### src/rtl/reset_config_pkg.sv
// Package: register map, field layout and sequencing constants for the reset configuration loader.
// Assumes a 32-bit AHB-Lite register bus and an 8-bit wide nonvolatile read port.
package reset_config_pkg;

    // ----------------------------------------------------------------
    // Register map (byte addresses)
    // ----------------------------------------------------------------
    localparam logic [11:0] WDOG_CTRL_OFFSET   = 12'h03C;
    localparam logic [11:0] OPTION_OFFSET      = 12'h040;
    localparam logic [11:0] LOAD_STATUS_OFFSET = 12'h044;
    localparam logic [11:0] IRQ_STATUS_OFFSET  = 12'h048;
    localparam logic [11:0] IRQ_MASK_OFFSET    = 12'h04C;
    localparam int          ADDR_BITS          = 12;

    // ----------------------------------------------------------------
    // Nonvolatile addresses
    // ----------------------------------------------------------------
    localparam logic [17:0] OPTION_GLOBAL_ADDR = 18'h3FF0E;
    localparam logic [17:0] PROT_GLOBAL_ADDR   = 18'h3FF0C;

    // ----------------------------------------------------------------
    // Field layout
    // ----------------------------------------------------------------
    localparam int RATE_LSB     = 0;
    localparam int RATE_MSB     = 2;
    localparam int WINDOW_BIT   = 7;
    localparam int STORED_WIN   = 3;

    localparam logic [7:0] WDOG_CTRL_RESET = 8'h00;
    localparam logic [7:0] OPTION_RESET    = 8'hFF;

    // Interrupt status bits
    localparam int IRQ_LOAD_DONE  = 0;
    localparam int IRQ_DBL_FAULT  = 1;
    localparam int IRQ_CMD_ABORT  = 2;
    localparam int IRQ_BITS       = 3;

    // ----------------------------------------------------------------
    // Sequencer states
    // ----------------------------------------------------------------
    typedef enum logic [2:0] {
        LOAD_IDLE   = 3'b000,
        LOAD_PROT   = 3'b001,
        LOAD_WAIT_P = 3'b010,
        LOAD_OPT    = 3'b011,
        LOAD_WAIT_O = 3'b100,
        LOAD_DONE   = 3'b101
    } load_state_type;

endpackage

### src/rtl/nv_port_if.sv
// Interface: read request and answer between the loader and its nonvolatile read port.
// Assumes one read in flight at a time; the answer pulses valid for one cycle.
`timescale 1ns/1ns
interface nv_port_if;
    logic        req;
    logic [17:0] addr;
    logic        valid;
    logic [7:0]  data;
    logic        dbl_fault;

    modport loader (output req, output addr, input valid, input data, input dbl_fault);
    modport port   (input req, input addr, output valid, output data, output dbl_fault);
endinterface

### src/rtl/ahb_reg_slave.sv
// Module: AHB-Lite slave front end, turns a transfer into one-cycle register strobes.
// Assumes single word transfers; always OKAY, one wait state only for a read right behind a write.
`timescale 1ns/1ns
module ahb_reg_slave
    import reset_config_pkg::*;
(
    // Clock and reset
    input  wire logic                 hclk,
    input  wire logic                 hresetn,
    // AHB-Lite
    input  wire logic                 hsel,
    input  wire logic [31:0]          haddr,
    input  wire logic [1:0]           htrans,
    input  wire logic                 hwrite,
    input  wire logic [2:0]           hsize,
    input  wire logic [31:0]          hwdata,
    input  wire logic                 hready,
    output logic                      hreadyout,
    output logic                      hresp,
    // Register strobes
    output logic                      wr_en,
    output logic                      rd_en,
    output logic [ADDR_BITS-1:0]      reg_addr,
    output logic [31:0]               wr_data
);
    logic                 wpend_reg;
    logic [ADDR_BITS-1:0] addr_reg;
    logic                 take;
    logic                 rd_behind_wr;

    // A read meeting a pending write waits a cycle, so the write keeps its own address
    assign rd_behind_wr = wpend_reg && hsel && htrans[1] && !hwrite;
    assign take         = hsel && hready && htrans[1];

    // Address phase capture; read strobes in address phase for data next cycle
    always_ff @(posedge hclk or negedge hresetn) begin
        if (!hresetn) begin
            wpend_reg <= 1'b0;
            addr_reg  <= '0;
        end else begin
            wpend_reg <= take && hwrite;
            if (take) begin
                addr_reg <= haddr[ADDR_BITS-1:0];
            end
        end
    end

    assign rd_en     = take && !hwrite;
    assign wr_en     = wpend_reg;
    assign reg_addr  = rd_en ? haddr[ADDR_BITS-1:0] : addr_reg;
    assign wr_data   = hwdata;
    assign hreadyout = !rd_behind_wr;
    assign hresp     = 1'b0;
endmodule

### src/rtl/nv_read_port.sv
// Module: nonvolatile read port adapter, one request in flight, answer registered.
// Assumes the array answers arr_ack with data after a request is held.
`timescale 1ns/1ns
module nv_read_port
    import reset_config_pkg::*;
(
    // Clock and reset
    input  wire logic        hclk,
    input  wire logic        hresetn,
    // Loader side
    nv_port_if.port          lp,
    // Array side
    output logic             arr_rd,
    output logic [17:0]      arr_addr,
    input  wire logic        arr_ack,
    input  wire logic [7:0]  arr_data,
    input  wire logic        arr_dbl_fault
);
    logic       busy_reg;
    logic [7:0] data_reg;
    logic       valid_reg;
    logic       fault_reg;

    // Request hold and answer capture
    always_ff @(posedge hclk or negedge hresetn) begin
        if (!hresetn) begin
            busy_reg  <= 1'b0;
            valid_reg <= 1'b0;
            data_reg  <= 8'h00;
            fault_reg <= 1'b0;
        end else begin
            valid_reg <= 1'b0;
            if (!busy_reg && lp.req) begin
                busy_reg <= 1'b1;
            end else if (busy_reg && arr_ack) begin
                busy_reg  <= 1'b0;
                valid_reg <= 1'b1;
                data_reg  <= arr_data;
                fault_reg <= arr_dbl_fault;
            end
        end
    end

    assign arr_rd       = busy_reg;
    assign arr_addr     = lp.addr;
    assign lp.valid     = valid_reg;
    assign lp.data      = data_reg;
    assign lp.dbl_fault = fault_reg;
endmodule

### src/rtl/reset_config_loader.sv
// Top: reset-time configuration loader for the watchdog control register and nonvolatile guard.
// Assumes hresetn covers every reset source and the nonvolatile array sits behind nv_read_port.
`timescale 1ns/1ns
module reset_config_loader
    import reset_config_pkg::*;
(
    // Clock and reset
    input  wire logic        hclk,
    input  wire logic        hresetn,
    // AHB-Lite
    input  wire logic        hsel,
    input  wire logic [31:0] haddr,
    input  wire logic [1:0]  htrans,
    input  wire logic        hwrite,
    input  wire logic [2:0]  hsize,
    input  wire logic [31:0] hwdata,
    input  wire logic        hready,
    output logic             hreadyout,
    output logic             hresp,
    output logic [31:0]      hrdata,
    // Nonvolatile array
    output logic             arr_rd,
    output logic [17:0]      arr_addr,
    input  wire logic        arr_ack,
    input  wire logic [7:0]  arr_data,
    input  wire logic        arr_dbl_fault,
    output logic             nv_cmd_abort,
    input  wire logic        nv_cmd_busy,
    // System
    output logic             cpu_stall,
    output logic             prot_active,
    output logic             sec_active,
    output logic [2:0]       watchdog_rate_select,
    output logic             watchdog_window_enable,
    output logic             periodic_timer_clock_out,
    output logic             irq
);
    // ----------------------------------------------------------------
    // Declarations
    // ----------------------------------------------------------------
    nv_port_if nvp ();

    load_state_type          state_reg;
    logic [7:0]              watchdog_control_reg;
    logic [7:0]              flash_option_reg;
    logic                    fault_reg;
    logic                    abort_reg;
    logic [IRQ_BITS-1:0]     irq_status_reg;
    logic [IRQ_BITS-1:0]     irq_mask_reg;
    logic [IRQ_BITS-1:0]     irq_set;
    logic                    wr_en;
    logic                    rd_en;
    logic [ADDR_BITS-1:0]    reg_addr;
    logic [31:0]             wr_data;
    logic [31:0]             rdata_next;
    logic [31:0]             hrdata_reg;
    logic                    rd_status;
    logic [2:0]              stored_rate_bits;
    logic                    stored_window_bit;

    // Selects a register by byte offset
    function automatic logic hit(input logic [ADDR_BITS-1:0] a, input logic [ADDR_BITS-1:0] off);
        hit = (a == off);
    endfunction

    // ----------------------------------------------------------------
    // Bus front end and read port
    // ----------------------------------------------------------------
    ahb_reg_slave u_bus (
        .hclk      (hclk),
        .hresetn   (hresetn),
        .hsel      (hsel),
        .haddr     (haddr),
        .htrans    (htrans),
        .hwrite    (hwrite),
        .hsize     (hsize),
        .hwdata    (hwdata),
        .hready    (hready),
        .hreadyout (hreadyout),
        .hresp     (hresp),
        .wr_en     (wr_en),
        .rd_en     (rd_en),
        .reg_addr  (reg_addr),
        .wr_data   (wr_data)
    );

    nv_read_port u_nv (
        .hclk          (hclk),
        .hresetn       (hresetn),
        .lp            (nvp.port),
        .arr_rd        (arr_rd),
        .arr_addr      (arr_addr),
        .arr_ack       (arr_ack),
        .arr_data      (arr_data),
        .arr_dbl_fault (arr_dbl_fault)
    );

    // ----------------------------------------------------------------
    // Reset sequencer
    // ----------------------------------------------------------------
    // Reads the protection word, then the option byte, then releases
    always_ff @(posedge hclk or negedge hresetn) begin
        if (!hresetn) begin
            state_reg <= LOAD_IDLE;
        end else begin
            unique case (state_reg)
                LOAD_IDLE:   state_reg <= LOAD_PROT;
                LOAD_PROT:   state_reg <= LOAD_WAIT_P;
                LOAD_WAIT_P: state_reg <= nvp.valid ? LOAD_OPT : LOAD_WAIT_P;
                LOAD_OPT:    state_reg <= LOAD_WAIT_O;
                LOAD_WAIT_O: state_reg <= nvp.valid ? LOAD_DONE : LOAD_WAIT_O;
                LOAD_DONE:   state_reg <= LOAD_DONE;
                default:     state_reg <= LOAD_IDLE;
            endcase
        end
    end

    // Read request and address follow the sequencer state
    assign nvp.req   = (state_reg == LOAD_PROT) || (state_reg == LOAD_OPT);
    assign nvp.addr  = (state_reg == LOAD_OPT || state_reg == LOAD_WAIT_O) ? OPTION_GLOBAL_ADDR
                                                                           : PROT_GLOBAL_ADDR;
    // Processor held until every load has landed
    assign cpu_stall = (state_reg != LOAD_DONE);

    // ----------------------------------------------------------------
    // Loaded option byte and fault capture
    // ----------------------------------------------------------------
    // Option byte copy and sticky double-fault flag
    always_ff @(posedge hclk or negedge hresetn) begin
        if (!hresetn) begin
            flash_option_reg <= OPTION_RESET;
            fault_reg        <= 1'b0;
        end else if (nvp.valid) begin
            if (nvp.dbl_fault) begin
                fault_reg <= 1'b1;
            end
            if (state_reg == LOAD_WAIT_O) begin
                flash_option_reg <= nvp.data;
            end
        end
    end

    // Protection and security follow the fault flag
    assign prot_active = fault_reg;
    assign sec_active  = fault_reg;

    // Stored option fields as they arrive
    assign stored_rate_bits  = nvp.data[RATE_MSB:RATE_LSB];
    assign stored_window_bit = nvp.data[STORED_WIN];

    // ----------------------------------------------------------------
    // Watchdog control register
    // ----------------------------------------------------------------
    // Loaded inverted from the option byte; software may rewrite afterwards
    always_ff @(posedge hclk or negedge hresetn) begin
        if (!hresetn) begin
            watchdog_control_reg <= WDOG_CTRL_RESET;
        end else if (state_reg == LOAD_WAIT_O && nvp.valid) begin
            watchdog_control_reg[RATE_MSB:RATE_LSB] <= ~stored_rate_bits;
            watchdog_control_reg[WINDOW_BIT]        <= ~stored_window_bit;
        end else if (wr_en && hit(reg_addr, WDOG_CTRL_OFFSET) && !cpu_stall) begin
            watchdog_control_reg[RATE_MSB:RATE_LSB] <= wr_data[RATE_MSB:RATE_LSB];
            watchdog_control_reg[WINDOW_BIT]        <= wr_data[WINDOW_BIT];
        end
    end

    // Watchdog outputs
    assign watchdog_rate_select   = watchdog_control_reg[RATE_MSB:RATE_LSB];
    assign watchdog_window_enable = watchdog_control_reg[WINDOW_BIT];

    // ----------------------------------------------------------------
    // Command abort on reset
    // ----------------------------------------------------------------
    // Abort is asserted directly by reset, so it is immediate
    always_ff @(posedge hclk or negedge hresetn) begin
        if (!hresetn) begin
            abort_reg <= 1'b1;
        end else if (!nv_cmd_busy) begin
            abort_reg <= 1'b0;
        end
    end

    assign nv_cmd_abort = abort_reg || !hresetn;

    // No RAM here is cleared by reset, periodic clock output absent
    assign periodic_timer_clock_out = 1'b0;

    // ----------------------------------------------------------------
    // Interrupts
    // ----------------------------------------------------------------
    // Interrupt events and the status read strobe
    assign irq_set[IRQ_LOAD_DONE] = (state_reg == LOAD_WAIT_O) && nvp.valid;
    assign irq_set[IRQ_DBL_FAULT] = nvp.valid && nvp.dbl_fault;
    assign irq_set[IRQ_CMD_ABORT] = abort_reg && nv_cmd_busy;
    assign rd_status              = rd_en && hit(reg_addr, IRQ_STATUS_OFFSET);

    // Sticky status, cleared by read; a new event wins over the clear
    always_ff @(posedge hclk or negedge hresetn) begin
        if (!hresetn) begin
            irq_status_reg <= '0;
        end else begin
            irq_status_reg <= (rd_status ? '0 : irq_status_reg) | irq_set;
        end
    end

    // Mask register
    always_ff @(posedge hclk or negedge hresetn) begin
        if (!hresetn) begin
            irq_mask_reg <= '0;
        end else if (wr_en && hit(reg_addr, IRQ_MASK_OFFSET)) begin
            irq_mask_reg <= wr_data[IRQ_BITS-1:0];
        end
    end

    assign irq = |(irq_status_reg & irq_mask_reg);

    // ----------------------------------------------------------------
    // Read data
    // ----------------------------------------------------------------
    // Register read decode
    always_comb begin
        rdata_next = 32'h0000_0000;
        if (hit(reg_addr, WDOG_CTRL_OFFSET)) begin
            rdata_next[7:0] = watchdog_control_reg & 8'h87;
        end else if (hit(reg_addr, OPTION_OFFSET)) begin
            rdata_next[7:0] = flash_option_reg;
        end else if (hit(reg_addr, LOAD_STATUS_OFFSET)) begin
            rdata_next[3:0] = {sec_active, prot_active, fault_reg, cpu_stall};
        end else if (hit(reg_addr, IRQ_STATUS_OFFSET)) begin
            rdata_next[IRQ_BITS-1:0] = irq_status_reg;
        end else if (hit(reg_addr, IRQ_MASK_OFFSET)) begin
            rdata_next[IRQ_BITS-1:0] = irq_mask_reg;
        end
    end

    // Read data registered for the data phase
    always_ff @(posedge hclk or negedge hresetn) begin
        if (!hresetn) begin
            hrdata_reg <= 32'h0000_0000;
        end else if (rd_en) begin
            hrdata_reg <= rdata_next;
        end
    end

    assign hrdata = hrdata_reg;

    // ----------------------------------------------------------------
    // Assertions
    // ----------------------------------------------------------------
    property p_stall_until_done;
        @(posedge hclk) disable iff (!hresetn)
        $fell(cpu_stall) |-> $past(state_reg == LOAD_WAIT_O && nvp.valid);
    endproperty
    a_stall_until_done: assert property (p_stall_until_done) else $error("stall dropped early");

    property p_rate_inverted;
        @(posedge hclk) disable iff (!hresetn)
        (state_reg == LOAD_WAIT_O && nvp.valid) |=> (watchdog_rate_select == ~$past(stored_rate_bits));
    endproperty
    a_rate_inverted: assert property (p_rate_inverted) else $error("rate not inverted");

    property p_window_inverted;
        @(posedge hclk) disable iff (!hresetn)
        (state_reg == LOAD_WAIT_O && nvp.valid) |=> (watchdog_window_enable != $past(stored_window_bit));
    endproperty
    a_window_inverted: assert property (p_window_inverted) else $error("window not inverted");

    property p_loaded_at_release;
        @(posedge hclk) disable iff (!hresetn)
        $fell(cpu_stall) |-> (watchdog_rate_select == ~$past(stored_rate_bits) &&
                              watchdog_window_enable != $past(stored_window_bit));
    endproperty
    a_loaded_at_release: assert property (p_loaded_at_release) else $error("load late");

    property p_fault_protects;
        @(posedge hclk) disable iff (!hresetn)
        (nvp.valid && nvp.dbl_fault) |=> (prot_active && sec_active);
    endproperty
    a_fault_protects: assert property (p_fault_protects) else $error("fault not protected");

    property p_option_addr;
        @(posedge hclk) disable iff (!hresetn)
        (state_reg == LOAD_OPT) |-> (nvp.req && nvp.addr == OPTION_GLOBAL_ADDR);
    endproperty
    a_option_addr: assert property (p_option_addr) else $error("wrong option address");

    property p_abort_held;
        @(posedge hclk) disable iff (!hresetn)
        (abort_reg && nv_cmd_busy) |=> nv_cmd_abort;
    endproperty
    a_abort_held: assert property (p_abort_held) else $error("abort dropped while busy");

    property p_no_clock_out;
        @(posedge hclk) disable iff (!hresetn)
        1'b1 |-> !periodic_timer_clock_out;
    endproperty
    a_no_clock_out: assert property (p_no_clock_out) else $error("clock out driven");

    property p_sequence_start;
        @(posedge hclk) disable iff (!hresetn)
        (state_reg == LOAD_IDLE) |=> (state_reg == LOAD_PROT) ##1 (state_reg == LOAD_WAIT_P);
    endproperty
    a_sequence_start: assert property (p_sequence_start) else $error("sequence start wrong");

    // Loader reads run only while the processor is held
    property p_read_in_stall;
        @(posedge hclk) disable iff (!hresetn)
        arr_rd |-> cpu_stall;
    endproperty
    a_read_in_stall: assert property (p_read_in_stall) else $error("read after release");

    property p_abort_release;
        @(posedge hclk) disable iff (!hresetn)
        (abort_reg && !nv_cmd_busy) |=> !nv_cmd_abort;
    endproperty
    a_abort_release: assert property (p_abort_release) else $error("abort held when idle");

    property p_stall_write_ignored;
        @(posedge hclk) disable iff (!hresetn)
        (cpu_stall && wr_en && !nvp.valid) |=> $stable(watchdog_control_reg);
    endproperty
    a_stall_write_ignored: assert property (p_stall_write_ignored) else $error("write during stall");

    property p_fault_sticky;
        @(posedge hclk) disable iff (!hresetn)
        fault_reg |=> fault_reg;
    endproperty
    a_fault_sticky: assert property (p_fault_sticky) else $error("fault flag lost");

    property p_option_kept;
        @(posedge hclk) disable iff (!hresetn)
        (state_reg == LOAD_DONE) |=> $stable(flash_option_reg);
    endproperty
    a_option_kept: assert property (p_option_kept) else $error("option copy changed");
endmodule

### config.mk
export PLATFORM = sky130hd
export DESIGN_NAME = reset_config_loader
export DESIGN_NICKNAME = d
export VERILOG_FILES = /design/src/rtl/reset_config_pkg.sv /design/src/rtl/nv_port_if.sv /design/src/rtl/ahb_reg_slave.sv /design/src/rtl/nv_read_port.sv /design/src/rtl/reset_config_loader.sv
export SDC_FILE = /design/constraint.sdc
export NUM_CORES = 1
export LEC_CHECK = 0
export ABC_CLOCK_PERIOD_IN_PS = 1700
export BUFFER_PORTS_ARGS = -buffer_cell sky130_fd_sc_hd__buf_2
export CAP_MARGIN = 20
export CORE_MARGIN = 4
export CORE_UTILIZATION = 40
export CTS_BUF_LIST = sky130_fd_sc_hd__clkbuf_2 sky130_fd_sc_hd__clkbuf_4 sky130_fd_sc_hd__clkbuf_8
export CTS_CLUSTER_DIAMETER = 200
export DETAILED_ROUTE_END_ITERATION = 12
export PLACE_DENSITY = 0.75
export SLEW_MARGIN = 10
export SYNTH_ARGS = -nofsm -noshare
export SYNTH_HDL_FRONTEND = slang
export SYNTH_SLANG_ARGS = --single-unit
### constraint.sdc
create_clock -name hclk -period 1.7 [get_ports hclk]
set_input_delay 0.17 -clock hclk [delete_from_list [all_inputs] [get_ports hclk]]
set_output_delay 0.17 -clock hclk [all_outputs]
set_load 0.01 [all_outputs]
# After elaboration in Yosys (flattened, before gate mapping)
# Cells that the tools add are included.
# word_totals
latch_bits,0
n_memories,0
mem_bits_ro,0
mem_bits_rw,0
input_bits,85
word_cells,83
reg_bits,55
# classes
addsub,0
reduce_logical,31
n_eq_ne,11
mul,0
shifts,0
n_lt_le_gt_ge,0
div,0
n_bitwise,5
mux,21
# ops
cell,n
"12-bit by 7-bit == test with 1-bit output, second input constant",4
3-bit 2-to-1 mux,6
3-bit case mux with 6 select lines,1
1-bit logical AND,16
"12-bit by 6-bit == test with 1-bit output, second input constant",1
12-bit 2-to-1 mux,1
1-bit 2-to-1 mux,9
4-bit 2-to-1 mux,2
8-bit 2-to-1 mux,1
"3-bit by 2-bit == test with 1-bit output, second input constant",2
"3-bit == test, second input constant",2
2-bit AND reduction,3
1-bit logical NOT,5
2-bit nonzero test,2
3-bit bitwise AND,1
"3-bit by 1-bit == test with 1-bit output, second input constant",1
3-bit logical NOT,1
1-bit logical OR,3
"3-bit != test, second input constant",1
3-bit inverter,1
3-bit OR,1
3-bit OR reduction,1
2-bit 2-to-1 mux,1
1-bit inverter,2

# Longest topological paths before layout
# logic_depth
depth_word,10
depth_mapped,7
depth_no_buf,6

# Cells and area by module
# Synthesis repeated with hierarchy kept, for this count alone.
# unflattened
hier_cells,287
hier_area_um2,3308.2
# by_module_without_submodules
module,area_per_inst_um2,cells_each,n_inst
reset_config_loader,1749.2,166,1
ahb_reg_slave,988.4,79,1
nv_read_port,570.5,42,1

# Worst setup path before layout
# No wires, ideal clock.
# synth_timing
path_kind,reg2reg
start,reg u_bus.addr_reg[10]
end,"reg watchdog_control_reg[0], in the netlist watchdog_rate_select[0]"
t_required_ns,1.572
setup_time_ns,0.128
stages_incl_launch_ff,7
path_buffers,0
slack_ns,-0.125
t_arrival_ns,1.696
path_cell_list,dfrtp_1 nor4_2 and3_1 nand3_1 a2111oi_4 mux2i_1 mux2i_1
# synth_between
elab_chain_cells,5
# synth_rtl
item,line,text
from (decl),ahb_reg_slave.sv:27,logic [ADDR_BITS-1:0] addr_reg;
from (signal assigned),ahb_reg_slave.sv:43,addr_reg <= haddr[ADDR_BITS-1:0];
12-bit 2-to-1 mux,ahb_reg_slave.sv:50,assign reg_addr = rd_en ? haddr[ADDR_BITS-1:0] : addr_reg;
12-bit by 6-bit == test with 1-bit output,reset_config_loader.sv:63,hit = (a == off);
1-bit logical AND (2 in series),reset_config_loader.sv:161,"end else if (wr_en && hit(reg_addr, WDOG_CTRL_OFFSET) && !cpu_stall) begin"
2-bit nonzero test (no source line),-,
"to (signal, indexed assignment)",reset_config_loader.sv:160,watchdog_control_reg[WINDOW_BIT] <= ~stored_window_bit;
"to (signal, indexed assignment)",reset_config_loader.sv:162,watchdog_control_reg[RATE_MSB:RATE_LSB] <= wr_data[RATE_MSB:RATE_LSB];
"to (signal, indexed assignment)",reset_config_loader.sv:163,watchdog_control_reg[WINDOW_BIT] <= wr_data[WINDOW_BIT];
to (decl),reset_config_loader.sv:44,logic [7:0] watchdog_control_reg;
# Every way passes these cells.
# A chain may end at the register's enable or synchronous reset.

# Final worst setup path
# layout_timing
start,reg u_bus.addr_reg[10]
end,"reg hrdata_reg[0], in the netlist hrdata[0]"
# layout_between
elab_chain_cells,7
# layout_rtl
item,line,text
12-bit 2-to-1 mux (*),ahb_reg_slave.sv:50,
12-bit by 7-bit == test with 1-bit output,reset_config_loader.sv:63,
3-bit 2-to-1 mux,reset_config_loader.sv:231,"end else if (hit(reg_addr, IRQ_MASK_OFFSET)) begin"
3-bit 2-to-1 mux,reset_config_loader.sv:229,"end else if (hit(reg_addr, IRQ_STATUS_OFFSET)) begin"
3-bit 2-to-1 mux,reset_config_loader.sv:227,"end else if (hit(reg_addr, LOAD_STATUS_OFFSET)) begin"
4-bit 2-to-1 mux,reset_config_loader.sv:225,"end else if (hit(reg_addr, OPTION_OFFSET)) begin"
8-bit 2-to-1 mux (*),reset_config_loader.sv:223,"if (hit(reg_addr, WDOG_CTRL_OFFSET)) begin"
to (signal assigned),reset_config_loader.sv:241,hrdata_reg <= rdata_next;
to (decl),reset_config_loader.sv:56,logic [31:0] hrdata_reg;
# Every way passes the cells marked *; elsewhere a longest branch is shown, timed or not.

==> impl_metrics.py <==
metrics = {
    "route": {
        "drtIter0Drc": 53,
        "routedWlPerCell_microns": 14.3,
        "ant_nets": 0,
        "num_vias": 1909,
        "routed_via_density": 4.59,
        "dr.pass1.iters": 4,
        "wirelength_mm": 5.96,
        "drcViolationCount": 0,
    },
    "final_layout": {
        "antenna_cells": 0,
        "areaGrowthSynthToFinish_pct": 20.4,
        "nFillCells": 615,
        "design_area_sq_um": 3440,
        "layout-drive-gt1-share_pct": 46.9,
        "finalNetCount": 404,
        "largest_reg_flops": 12,
    },
    "sta": {
        "setup_violations": 10,
        "holdWs_ns": 0.0125,
        "worst-slew-pin-transition_ns": 0.674,
        "max_freq_mhz": 512,
        "rsz0062_at_grt": "true",
        "fin_crit_sh_pct": 115,
        "finalHoldViolCount": 0,
        "relSlewSlack_pct": 55.1,
        "slew_viol_final": 0,
        "skew_ns": 0.00544,
        "setup_ws_ns": -0.251,
        "min_period_ns": 1.95,
    },
    "clock_network": {
        "cts_buffer_depth": 2,
        "clockRootBuffer": "clkbuf_8",
        "htreeDepth": 2,
        "clkLatencyLatePin_ns": 0.30,
        "cts_tree": "done",
        "clock-sinks": 55,
        "path_clk_slew_ns": 0.10,
        "numCtsBuffers": 5,
        "holdBufCountCts": 0,
    },
    "grt": {
        "antenna_found_initial": 0,
        "grt-ovfl-total": 0,
        "grt_max_degree": 56,
        "grt_use_total_pct": 14.0,
        "grt_pass1_wl_mm": 9.51,
        "grt_pass1_vias": 1890,
    },
    "power": {
        "power.total_mw": 3.71,
        "power.density_nw_per_um2": 1080,
        "power_frac_seq_pct": 54.2,
        "irDropWorstVdd_uv": 698,
        "switching_share_pct": 31.0,
        "combPwrFrac_pct": 26.4,
        "p_sw_mw": 1.15,
        "p_int_mw": 2.56,
        "pwr-share-clk_pct": 19.4,
        "p_leak_nw": 1.63,
    },
    "worst_setup_path": {
        "worstPathRequired_ns": 1.94,
        "start_kind": "flip-flop",
        "crit_path_cell_trace": "nor4_4, buf_4, nand3b_1, mux2_4, o21bai_1, a221o_1, a21oi_2",
        "crit_start": "u_bus.addr_reg[10]",
        "worstPathMaxFanout": 5,
        "cp_slowest_cell": "dfrtp_1",
        "path_class": "reg -> reg",
        "cpPeakStageDelay_ns": 0.42,
        "rr_startpoint": "u_bus.addr_reg[10]",
        "endpoint_kind": "flip-flop",
        "arrival_ns": 2.19,
    },
    "synth": {
        "yosysUniqueCellTypes": 50,
        "netlist_top_cells_count": "46 x dfrtp_1, 44 x buf_4, 32 x mux2_2",
        "syn_inst": 238,
        "synth-seq-area-share_pct": 48.5,
        "synth_compound_area_share_pct": 8.22,
        "synth_area_leaders": "dfrtp_1 40%, mux2_2 13%, buf_4 12%",
        "synthMostInstantiatedCell": "dfrtp_1",
        "yosys.area.top_type": "dfrtp_1",
        "synth-xor-area-share_pct": 0.306,
        "syn_avg_cell_area_sq_um": 12.0,
        "synth_edf_count": 0,
        "synthMuxAreaShare_pct": 17.3,
        "yosys_register_bits": 55,
        "synthSimpleGateAreaFrac_pct": 12.5,
        "yosys.area_share.adder_pct": 0,
        "yosys_most_used_dff": "dfrtp_1",
        "synthArstFlopShare_pct": 100,
        "netlist_area_sq_um": 2860,
        "synth_warnings": 0,
        "synth_top_area_share_pct": 40.2,
        "synth_top_family_by_area": "multiplexers",
    },
    "floorplan": {
        "core_area_sq_um": 6870,
        "fp.dieArea_sq_um": 8570,
        "dieWidth_microns": 92.6,
        "die_y_microns": 92.6,
        "start_util_pct": 41.6,
        "placementRows": 30,
        "io_pins": 148,
    },
    "placement": {
        "pre_cts_ws_ns": -0.274,
        "port_buffers": 52,
        "placed_cell_area_sq_um": 3260,
        "dpl.hpwl_mm": 4.67,
        "gp_congestion": 0.845,
    },
    "flow_run": {
        "maxCapViolations": 0,
    },
    "run_status": {
        "violations": "negative setup slack",
        "status": "finished with violations",
    },
    "worst_hold_path": {
        "holdCritPathClass": "in -> async",
    },
}
## power by group through the flow
stage	combinational [mW]	sequential (mW)	clock, mW
after detailed placement	0.966	2.03	0
after CTS	0.984	2.01	0.745
final	0.979	2.01	0.719
after floorplan	0.682	1.98	0
after global routing	1.09	2.06	0.810
after global placement	0.927	2.01	0
## area by class of cell
class                   count  area, sq um  share of cell area (%)
multi-input cells         170         1340                    38.9
repair buffers             81          485                    14.1
inverters                   6         22.5                   0.654
clock inverters             2         12.5                   0.363
well taps                  96          120                    3.49
clock buffers               6         76.3                    2.22
flip-flops and latches     55         1390                    40.3
## cell usage in the layout, fill, tap and decap left out, types with 3 or more instances in the layout
cell type	Yosys	routed
a21o_1	3	3
nand3b_1	3	3
nor2_1	8	8
mux2_1	3	3
nand2b_1	3	3
buf_2	2	52
nand2_1	8	8
nand3_1	7	5
and3_4	1	3
buf_4	44	27
dfrtp_1	46	46
clkbuf_8	0	5
a32oi_1	3	3
a22o_1	4	4
mux2_2	32	31
conb_1	2	43
dfstp_2	9	9
inv_1	6	6
mux2i_1	10	10
o21ai_0	4	4
## through the flow
stage / utilization (%) / std cells / setup TNS (ns)
CTS: 49.7 / 417 / -2.16
finish: 50.1 / 416 / -1.90
global route: 50.1 / 416 / -2.70
global placement: 47.5 / 406 / -2.73
detailed placement: 47.5 / 406 / -2.97
floorplan: - / 279 / -0.573
## worst max-delay path: cells and delay by family, from the launching register on
family / cells / cell delay (ns)
and+or+nand+nor: 2 / 0.40
buffers and inverters: 1 / 0.15
muxes: 1 / 0.32
AOI/OAI and AO/OA: 3 / 0.60
DFF: 1 / 0.42
## cell families (layout without fill, tap and decap cells)
kind of cell              Yosys count  count (layout)
AOI/OAI and AO/OA                  28              28
xor gates and xnor gates            1               1
buffers and inverters              54              95
DFF                                55              55
muxes                              45              45
other                               2              43
and+or+nand+nor                    53              53
## routing by layer
metal  share of wire (%)  up-vias  wire, microns  GRT usage (%)
met3                 8.1        6            485           3.49
li1                    -      917              -              -
met2                  45       81           2710           21.8
met4                0.94        0             56           3.34
met1                  45      905           2710           19.6
met5                   0        -              0              0
## what timing repair did
| item | in CTS | in global routing |
|---|---|---|
| pin swaps | 11 | 10 |
| endpoints found under the hold margin | 0 | 0 |
| resized for setup | 8 | 6 |
| endpoints found under the setup margin | 10 | 11 |
| gates cloned | 0 | 0 |
| buffers inserted | 3 | 1 |
## worst paths after layout
path,slack [ns],to,cells past startpoint
worst max-delay path,-0.25,hrdata[0],7
worst min-delay path,0.01,u_nv.arr_rd,2
worst max register to register,-0.25,hrdata[0],7
worst min register to register,0.48,watchdog_rate_select[0],1
max in group asynchronous,1.24,u_nv.lp.data[5],2
min in group hclk,0.09,u_nv.lp.data[1],2
(Power assumes the default switching activity.)
